===== config.mk =====
export PLATFORM = sky130hd
export DESIGN_NAME = lpm_clk_ctrl
export DESIGN_NICKNAME = d
export VERILOG_FILES = /design/src/lpm_pkg.sv /design/src/lpm_clk_ctrl.sv
export VERILOG_INCLUDE_DIRS = /design/src
export SDC_FILE = /design/constraint.sdc
export NUM_CORES = 1
export LEC_CHECK = 0
export ABC_AREA = 1
export BUFFER_PORTS_ARGS = -buffer_cell sky130_fd_sc_hd__buf_4
export CAP_MARGIN = 10
export CORE_UTILIZATION = 45
export CTS_CLUSTER_DIAMETER = 120
export DETAILED_ROUTE_END_ITERATION = 6
export PLACE_DENSITY = 0.76
export SYNTH_ARGS = -nofsm -noshare
export SYNTH_HDL_FRONTEND = slang
export SYNTH_SLANG_ARGS = --single-unit
export TNS_END_PERCENT = 5

===== constraint.sdc =====
create_clock -name CORE_CLK -period 2.4 [get_ports CORE_CLK]
set_input_delay 0.24 -clock CORE_CLK [delete_from_list [all_inputs] [get_ports CORE_CLK]]
set_output_delay 0.24 -clock CORE_CLK [all_outputs]
set_load 0.1 [all_outputs]

===== src/lpm_defines.svh =====
`ifndef LPM_DEFINES_SVH
`define LPM_DEFINES_SVH

// ----------------------------------------------------------------
// register byte addresses
// ----------------------------------------------------------------
`define LPM_ADDR_SW 12'h000
`define LPM_ADDR_SEL 12'h004
`define LPM_ADDR_STAT 12'h008

// ----------------------------------------------------------------
// reset values and field layout
// ----------------------------------------------------------------
`define LPM_SW_RESET 16'h0000
`define LPM_SW_MASK 16'h01FF
`define LPM_SEL_RESET 3'h0
`define LPM_MAIN_SEL_HI_BIT 1
`define LPM_SUB_SEL_BIT 2

// ----------------------------------------------------------------
// timing
// ----------------------------------------------------------------
`define LPM_CLK_NS 10
`define LPM_CORE_HZ 100000000
`define LPM_DCO_DLY_NS 1000
`define LPM_DCO_DLY_CYC ((`LPM_DCO_DLY_NS + `LPM_CLK_NS - 1) / `LPM_CLK_NS)
`define LPM_LFXT_HZ 32768
`define LPM_LFXT_DIV_CYC (`LPM_CORE_HZ / `LPM_LFXT_HZ)

`endif


===== src/lpm_pkg.sv =====
package lpm_pkg;

   // ----------------------------------------------------------------
   // status word layout
   // ----------------------------------------------------------------
   typedef struct packed {
      logic [6:0] rsvd;
      logic ovf;
      logic sub_clock_gate;
      logic dc_generator_off;
      logic low_freq_osc_off;
      logic cpu_clock_off;
      logic global_irq_enable;
      logic neg;
      logic zero;
      logic carry;
   } lpm_sw_t;

   // ----------------------------------------------------------------
   // clock system state
   // ----------------------------------------------------------------
   typedef struct packed {
      logic lfxt_run;
      logic dcgen_on;
      logic dco_ready;
      logic dco_run;
      logic aclk_run;
      logic subclk_run;
      logic mclk_run;
   } lpm_clk_t;

endpackage


===== src/lpm_clk_ctrl.sv =====
// Design decisions made here: the placing of the registers and the APB interface to the registers.
`timescale 1ns/1ps
`include "lpm_defines.svh"
module lpm_clk_ctrl #(
   parameter int LFXT_DIV = `LPM_LFXT_DIV_CYC,
   parameter int DCO_DLY = `LPM_DCO_DLY_CYC,
   parameter bit LFXT_OFF_DIS = 1'b0
) (
   input wire logic CORE_CLK,
   input wire logic NRST,
   input wire logic PSEL,
   input wire logic PENABLE,
   input wire logic PWRITE,
   input wire logic [11:0] PADDR,
   input wire logic [31:0] PWDATA,
   output logic [31:0] PRDATA,
   output logic PREADY,
   output logic PSLVERR,
   input wire logic IRQ_ACCEPT,
   input wire logic RETURN_EXEC,
   input wire lpm_pkg::lpm_sw_t RETURN_WORD,
   output logic STACK_PUSH,
   output lpm_pkg::lpm_sw_t STACK_WORD,
   output lpm_pkg::lpm_sw_t STATUS_WORD,
   output logic CPU_HALT,
   output logic MCLK_EN,
   output logic SUBCLK_EN,
   output logic ACLK_EN,
   output lpm_pkg::lpm_clk_t CLK_STATE
);
   import lpm_pkg::*;

   // ----------------------------------------------------------------
   // reset release
   // ----------------------------------------------------------------
   logic rst_meta_ff;
   logic rst_n;

   always_ff @(posedge CORE_CLK or negedge NRST) begin
      if (!NRST) begin
         rst_meta_ff <= 1'b0;
         rst_n <= 1'b0;
      end else begin
         rst_meta_ff <= 1'b1;
         rst_n <= rst_meta_ff;
      end
   end

   // ----------------------------------------------------------------
   // status word, clock selects and bus slave
   // ----------------------------------------------------------------
   lpm_sw_t sw_ff, nxt_sw;
   logic [2:0] sel_ff, nxt_sel;
   lpm_sw_t push_word_ff, nxt_push_word;
   logic push_ff, nxt_push;
   logic [31:0] prdata_ff, nxt_prdata;
   logic err_ff, nxt_err;
   lpm_clk_t state_ff, nxt_state;
   logic setup_ph, wr_acc, hit;
   logic [31:0] rd_mux;

   assign setup_ph = PSEL && !PENABLE;
   assign wr_acc = PSEL && PENABLE && PWRITE;

   always_comb begin
      hit = 1'b1;
      rd_mux = 32'h0000_0000;
      unique case (PADDR)
         `LPM_ADDR_SW: rd_mux = {16'h0000, sw_ff};
         `LPM_ADDR_SEL: rd_mux = {29'h0000_0000, sel_ff};
         `LPM_ADDR_STAT: rd_mux = {25'h000_0000, state_ff};
         default: hit = 1'b0;
      endcase
   end

   always_comb begin
      nxt_sw = sw_ff;
      nxt_sel = sel_ff;
      nxt_push = 1'b0;
      nxt_push_word = push_word_ff;
      nxt_prdata = prdata_ff;
      nxt_err = err_ff;
      if (setup_ph) begin
         nxt_err = !hit;
         nxt_prdata = rd_mux;
      end
      if (wr_acc && PADDR == `LPM_ADDR_SW) begin
         nxt_sw = lpm_sw_t'(PWDATA[15:0] & `LPM_SW_MASK);
      end
      if (wr_acc && PADDR == `LPM_ADDR_SEL) begin
         nxt_sel = PWDATA[2:0];
      end
      if (RETURN_EXEC) begin
         nxt_sw = lpm_sw_t'(RETURN_WORD & `LPM_SW_MASK);
      end
      if (IRQ_ACCEPT) begin
         nxt_push = 1'b1;
         nxt_push_word = sw_ff;
         nxt_sw.cpu_clock_off = 1'b0;
         nxt_sw.low_freq_osc_off = 1'b0;
         nxt_sw.dc_generator_off = 1'b0;
         nxt_sw.sub_clock_gate = 1'b0;
         nxt_sw.global_irq_enable = 1'b0;
      end
   end

   always_ff @(posedge CORE_CLK or negedge rst_n) begin
      if (!rst_n) begin
         sw_ff <= lpm_sw_t'(`LPM_SW_RESET);
         sel_ff <= `LPM_SEL_RESET;
         push_ff <= 1'b0;
         push_word_ff <= lpm_sw_t'(`LPM_SW_RESET);
         prdata_ff <= 32'h0000_0000;
         err_ff <= 1'b0;
      end else begin
         sw_ff <= nxt_sw;
         sel_ff <= nxt_sel;
         push_ff <= nxt_push;
         push_word_ff <= nxt_push_word;
         prdata_ff <= nxt_prdata;
         err_ff <= nxt_err;
      end
   end

   assign PRDATA = prdata_ff;
   assign PREADY = 1'b1;
   assign PSLVERR = PSEL && PENABLE && err_ff;
   assign STACK_PUSH = push_ff;
   assign STACK_WORD = push_word_ff;
   assign STATUS_WORD = sw_ff;
   assign CPU_HALT = sw_ff.cpu_clock_off;

   // ----------------------------------------------------------------
   // oscillator control
   // ----------------------------------------------------------------
   logic main_on, sub_on, dco_main, dco_sub, lf_main, lf_sub;
   logic dco_on, dcgen_on, lfxt_on;

   assign main_on = !sw_ff.cpu_clock_off;
   assign sub_on = !sw_ff.sub_clock_gate;
   assign dco_main = main_on && !sel_ff[`LPM_MAIN_SEL_HI_BIT];
   assign dco_sub = sub_on && !sel_ff[`LPM_SUB_SEL_BIT];
   assign lf_main = main_on && sel_ff[`LPM_MAIN_SEL_HI_BIT];
   assign lf_sub = sub_on && sel_ff[`LPM_SUB_SEL_BIT];
   assign dco_on = dco_main || dco_sub;
   assign dcgen_on = !sw_ff.dc_generator_off || dco_on;
   assign lfxt_on = !sw_ff.low_freq_osc_off || lf_main || lf_sub || LFXT_OFF_DIS;

   // ----------------------------------------------------------------
   // oscillator restart delay
   // ----------------------------------------------------------------
   logic dco_ok_ff, nxt_dco_ok;
   logic [15:0] dly_cnt_ff, nxt_dly_cnt;
   logic dco_tick;

   always_comb begin
      nxt_dco_ok = dco_ok_ff;
      nxt_dly_cnt = dly_cnt_ff;
      if (!dco_on) begin
         nxt_dly_cnt = 16'h0000;
         if (!dcgen_on) begin
            nxt_dco_ok = 1'b0;
         end
      end else if (!dco_ok_ff) begin
         nxt_dly_cnt = dly_cnt_ff + 16'h0001;
         if (dly_cnt_ff == 16'(DCO_DLY - 1)) begin
            nxt_dco_ok = 1'b1;
         end
      end
   end

   always_ff @(posedge CORE_CLK or negedge rst_n) begin
      if (!rst_n) begin
         dco_ok_ff <= 1'b1;
         dly_cnt_ff <= 16'h0000;
      end else begin
         dco_ok_ff <= nxt_dco_ok;
         dly_cnt_ff <= nxt_dly_cnt;
      end
   end

   assign dco_tick = dco_on && dco_ok_ff;

   // ----------------------------------------------------------------
   // crystal rate divider
   // ----------------------------------------------------------------
   logic [15:0] div_cnt_ff, nxt_div_cnt;
   logic lf_tick;

   assign lf_tick = lfxt_on && div_cnt_ff == 16'(LFXT_DIV - 1);

   always_comb begin
      nxt_div_cnt = div_cnt_ff;
      if (!lfxt_on || lf_tick) begin
         nxt_div_cnt = 16'h0000;
      end else begin
         nxt_div_cnt = div_cnt_ff + 16'h0001;
      end
   end

   always_ff @(posedge CORE_CLK or negedge rst_n) begin
      if (!rst_n) begin
         div_cnt_ff <= 16'h0000;
      end else begin
         div_cnt_ff <= nxt_div_cnt;
      end
   end

   // ----------------------------------------------------------------
   // clock enables
   // ----------------------------------------------------------------
   logic mclk_ff, nxt_mclk, subclk_ff, nxt_subclk, aclk_ff, nxt_aclk;

   always_comb begin
      nxt_aclk = lf_tick;
      nxt_mclk = main_on && (sel_ff[`LPM_MAIN_SEL_HI_BIT] ? lf_tick : dco_tick);
      nxt_subclk = sub_on && (sel_ff[`LPM_SUB_SEL_BIT] ? lf_tick : dco_tick);
      nxt_state.lfxt_run = lfxt_on;
      nxt_state.dcgen_on = dcgen_on;
      nxt_state.dco_ready = dco_ok_ff;
      nxt_state.dco_run = dco_on;
      nxt_state.aclk_run = lfxt_on;
      nxt_state.subclk_run = sub_on;
      nxt_state.mclk_run = main_on;
   end

   always_ff @(posedge CORE_CLK or negedge rst_n) begin
      if (!rst_n) begin
         mclk_ff <= 1'b0;
         subclk_ff <= 1'b0;
         aclk_ff <= 1'b0;
         state_ff <= lpm_clk_t'(7'h00);
      end else begin
         mclk_ff <= nxt_mclk;
         subclk_ff <= nxt_subclk;
         aclk_ff <= nxt_aclk;
         state_ff <= nxt_state;
      end
   end

   assign MCLK_EN = mclk_ff;
   assign SUBCLK_EN = subclk_ff;
   assign ACLK_EN = aclk_ff;
   assign CLK_STATE = state_ff;
endmodule // lpm_clk_ctrl


==> Word level (Yosys, flattened, before mapping) <==
Cells that the tools add are included.
{ "op_classes": {"reduce_logical": 32, "n_addsub": 2, "muxes": 15, "n_eq_ne": 6} }
{ "ops": {"columns": ["cell", "n"], "rows": [
  ["$mux 16", 5],
  ["$pmux 16 s3", 1],
  ["$add 16x1->16 const B", 2],
  ["$eq 16x12->1 const B", 1],
  ["$eq 16x7->1 const B", 1],
  ["$logic_and 1x1->1", 14],
  ["$eq 12x3->1 const B", 1],
  ["$eq 12x4->1 const B", 1],
  ["$logic_not 12->1", 1],
  ["$logic_not 1->1", 9],
  ["$mux 1", 8],
  ["$logic_or 1x1->1", 5],
  ["$mux 5", 1],
  ["$ne 2x2->1 const B", 2],
  ["$reduce_bool 3->1", 1],
  ["$reduce_or 3->1", 1],
  ["$reduce_bool 2->1", 1]
]} }
{ "totals": {"output_inout_bits": 78, "reg_bits": 113, "word_cells": 93} }

==> Longest topological paths before layout <==
{ "depth": {"word_depth": 7, "mapped_depth": 8, "ltp_nobuf": 8} }

==> Least setup slack after synthesis <==
Ideal clock, no wire load.
{ "synth_path": {"path_type": "register to output", "from": "reg err_ff", "to": "out PSLVERR", "stages_incl_launch_ff": 3, "setup_slack_ns": 0.558, "arrival_time_ns": 1.602, "path_cell_list": "dfrtp_1 inv_1 nor2_1"} }
{ "synth_via": {"elab_chain_len": 1} }
{ "synth_lines": {"columns": ["item", "line", "text"], "rows": [
  ["start: declaration", "lpm_clk_ctrl.sv:57", "logic err_ff, nxt_err;"],
  ["start signal: assignment", "lpm_clk_ctrl.sv:121", "err_ff <= nxt_err;"],
  ["$logic_and 1x1->1", "lpm_clk_ctrl.sv:127", "assign PSLVERR = PSEL && PENABLE && err_ff;"],
  ["end: declaration", "lpm_clk_ctrl.sv:18", "output logic PSLVERR,"]
]} }
Every way passes these cells.

==> Worst setup path in the final report <==
{ "layout_path": {"from": "reg sw_ff, in the netlist CPU_HALT", "to": "reg dly_cnt_ff[6]"} }
{ "layout_via": {"elab_chain_len": 4} }
{ "layout_lines": {"columns": ["item", "line", "text"], "rows": [
  ["start: declaration", "lpm_clk_ctrl.sv:52", "lpm_sw_t sw_ff, nxt_sw;"],
  ["start signal: assignment", "lpm_clk_ctrl.sv:109", "sw_ff <= lpm_sw_t'(`LPM_SW_RESET);"],
  ["start signal: assignment", "lpm_clk_ctrl.sv:116", "sw_ff <= nxt_sw;"],
  ["$logic_not 1->1 (*)", "lpm_clk_ctrl.sv:139", "assign main_on = !sw_ff.cpu_clock_off;"],
  ["$logic_and 1x1->1 (*)", "lpm_clk_ctrl.sv:141", "assign dco_main = main_on && !sel_ff[`LPM_MAIN_SEL_HI_BIT];"],
  ["$logic_or 1x1->1 (*)", "lpm_clk_ctrl.sv:145", "assign dco_on = dco_main || dco_sub;"],
  ["$ne 2x2->1 (no source line) / $mux 16 (equally long branches)", null, null],
  ["end signal: assignment", "lpm_clk_ctrl.sv:178", "dly_cnt_ff <= nxt_dly_cnt;"],
  ["end: declaration", "lpm_clk_ctrl.sv:153", "logic [15:0] dly_cnt_ff, nxt_dly_cnt;"]
]} }
Mark *: on every way between the ends. The rest lies on a longest branch, timed or not.
A chain may end at the register's enable or synchronous reset.

==> reports/results.txt <==
Routed len/inst - 12.0 um
Worst slew pin tran - 0.661 ns
FP Rows - 34
Setup crit start kind - register
Vias in the first global route - 3305
Die H - 98.3 um
CTS tree - built
Outcome - finished with violations
Sw Ratio - 41.0%
Pwr/cell area - 798 mW/mm^2
GRT overflow - 0
I/O pin count - 145
DP Worst Slack - 0.938 ns
Buffers on Ports - 76
Post-Syn Area - 0.00417 sq mm
Max VDD drop - 0.418 mV
Crit-path slowest cell - dfrtp_1
Worst Slack Setup Final - 0.934 ns
Worst Setup End Kind - register
Top_reg_cell synth - dfrtp_1
Start of the worst register-to-register path - CPU_HALT
Layout cells sized above 1 - 22.2%
WS Path Type - register to register
Switch Pwr - 1610 uW
Vias per inst - 4.77
Arr. time, crit path - 1.74 ns
Yosys warning count - 0
Vias - 3438
Crit path required time - 2.68 ns
FMAX - 682 MHz
Met2 Resource Use GR - 30.9%
Die area - 0.00966 sq mm
Crit path launch - CPU_HALT
Final period util - 61.1%
Clock latency on the worst-skew pair - 0.34 ns
Slew HR - 55.9%
CORE AREA - 0.00885 sq mm
Initial antenna violation count - 0
Max cap viols - 0
Cell mode on critical path - nand2_1
Antenna Nets Post-Route - 0
Unrepaired setup endpoints after global routing - false
Crit-path cells - o21ai_2 -> nand2_1 -> nand2_1 -> o21ai_1 -> a21oi_1
Share of the yosys chip area belonging to registers - 45.6%
Reg2reg path depth - 5
Number of synthesized flops with an enable pin - 0
Slew Viols, Final - 0
Worst clock skew - 0.0135 ns
Gpl congestion - 0.875
Ys async rst share - 100%
First-pass GRT wire length - 14900 um
Detailed Route WL - 8630 um
Antenna cell count - 0
Endpoints failing hold - 0
Leakage - 0.00257 uW
Drt first pass iters - 7
Seq cells post-synth - 76
Largest net degree at the start of global routing - 75
Initial Util - 47.2%
HPWL Detailed - 6570 um
Post-CTS Setup Repair Bufs - 0
Root buf cell - clkbuf_8
Min Tclk post-route - 1.47 ns
Final Net Count - 678
Layout fillers - 839
Clock Path Buffers - 2
Most common cell after layout, fill and taps aside - nand2_1
Leading cell types in the layout, fill and taps excluded - 139 x nand2_1, 77 x buf_4, 74 x dfrtp_1, 55 x nor2_1, 46 x nand3_1
GRT Resource Usage Total - 19.2%
Crit path capture - dly_cnt_ff[6]
Grt peak-use layer - met2
Synth top area share - 45.0%
Setup slack, reg-to-reg - 0.93 ns
Met1 Use GR - 25.8%
Comb power frac - 32.0%
Final setup vio count - 0
Starting DRT DRC Count - 157
Beginning of the worst hold path - IRQ_ACCEPT
Critical Path Fanout Max - 9
Mapped Cells - 529
Post-synth top area cell - dfrtp_1
Synth unique cells - 38
Die X - 98.3 um
CTS Sinks - 76
Area grow syn2layout - 18.1%
Residual DRC - 3
H-tree levels - 3
Slowest stage delay, CP - 0.49 ns
Top cells by area, synth - dfrtp_1 45%, nand2_1 13%, buf_4 7.2%
Sequential fraction of design power - 41.8%
Internal - 2320 uW
Num CTS Buffers - 9
Clock-pin slew on the worst setup and hold paths - 0.08 ns
Setup_tns - 0 ns
Syn avg cell area - 7.89 sq um
GRT met3 Usage - 4.15%
Clk pwr share - 26.1%
Failing checks - design-rule violations
Reg2Reg Capture Point - dly_cnt_ff[6]
Hold crit path type - primary input to register
==> Yosys cell counts (2+ instances only) <==
master	count
clkbuf_1	3
nand2_4	2
nand2_1	139
dfrtp_1	75
o21ai_2	2
o31ai_1	2
nand3_4	2
buf_2	4
nor2_4	6
nand4_1	14
xor2_1	8
and3_1	2
ha_1	3
o21ai_0	8
o21ai_1	13
nor3_2	4
inv_1	45
nor2_1	55
buf_4	40
nand3_1	46
conb_1	2
nor2_2	6
nor3_1	14
a21oi_1	7
nand2_2	3
inv_2	12
==> cells by family (layout without fill, tap and decap cells) <==
group	Yosys count	in the layout	synth area share, %
and+or+nand+nor	297	297	33.2
buffers and inverters	107	154	13.6
DFF	76	76	45.6
AOI/OAI and AO/OA	36	36	4.89
xor gates and xnor gates	8	8	1.68
adders and majority gates	3	3	0.900
other	2	39	0.180
==> worst min-delay path by stage <==
| stage | cells past startpoint | endpoint | slack, ns |
|---|---|---|---|
| after floorplan | 0 | rst_meta_ff | -0.06 |
| after global placement | 1 | rst_meta_ff | 0.02 |
| after detailed placement | 1 | rst_meta_ff | 0.03 |
| after CTS | 1 | STACK_PUSH | 0.04 |
| after global routing | 1 | STACK_PUSH | 0.04 |
| final | 1 | STACK_PUSH | 0.05 |
==> registers in the layout (all words and copies together), names as in the netlist <==
name         count
CPU_HALT         1
ACLK_EN          1
sel_ff           3
SUBCLK_EN        1
div_cnt_ff      16
STACK_PUSH       1
rst_n            1
STACK_WORD       9
PRDATA           9
dco_ok_ff        1
STATUS_WORD      8
CLK_STATE        6
err_ff           1
rst_meta_ff      1
MCLK_EN          1
dly_cnt_ff      16
==> layout make-up <==
| class | count | area, sq um | share of cell area (%) |
|---|---|---|---|
| Multi-Input combinational cell | 383 | 1840 | 37.4 |
| Clock inverter | 3 | 43.8 | 0.889 |
| Inverter | 59 | 223 | 4.52 |
| Timing Repair Buffer | 79 | 608 | 12.3 |
| Sequential cell | 76 | 1900 | 38.7 |
| Clock buffer | 13 | 169 | 3.43 |
| Tap cell | 108 | 135 | 2.74 |
==> per-layer routing <==
| layer | up-vias | part of all wire (%) |
|---|---|---|
| met5 | - | 0 |
| met4 | 0 | 1.1 |
| met3 | 8 | 4.5 |
| met2 | 85 | 47 |
| met1 | 1587 | 47 |
| li1 | 1758 | - |
==> critical path: cells and delay by family, from the launching register on <==
| family | cells | cell delay [ns] |
|---|---|---|
| AOI/OAI and AO/OA | 3 | 0.60 |
| and+or+nand+nor | 2 | 0.32 |
| DFF | 1 | 0.49 |
==> power groups by stage <==
stage	Clock (uW)	Combinational [uW]	Sequential (uW)
after floorplan	0	812	1910
after detailed placement	0	1270	1670
after CTS	1040	1270	1640
after global placement	0	1240	1660
final	1030	1260	1650
after global routing	1090	1370	1670
==> per-stage QoR <==
stage	instances	hold WS (ns)	total power, uW	area, sq um	utilization, %
after floorplan	566	-0.0556	2720	4310	-
after global placement	704	0.0221	2900	4700	53.2
after detailed placement	704	0.0269	2930	4700	53.2
after CTS	721	0.0351	3960	4930	55.7
after global routing	721	0.0354	4140	4930	55.7
final	721	0.0496	3930	4930	55.7
==> what timing repair did <==
action                                 CTS  global route
resized for setup                        0             0
setup endpoints to repair                0             0
endpoints found under the hold margin    2             0
hold buffers                             1             0
Power figures use the tool's default switching activity.
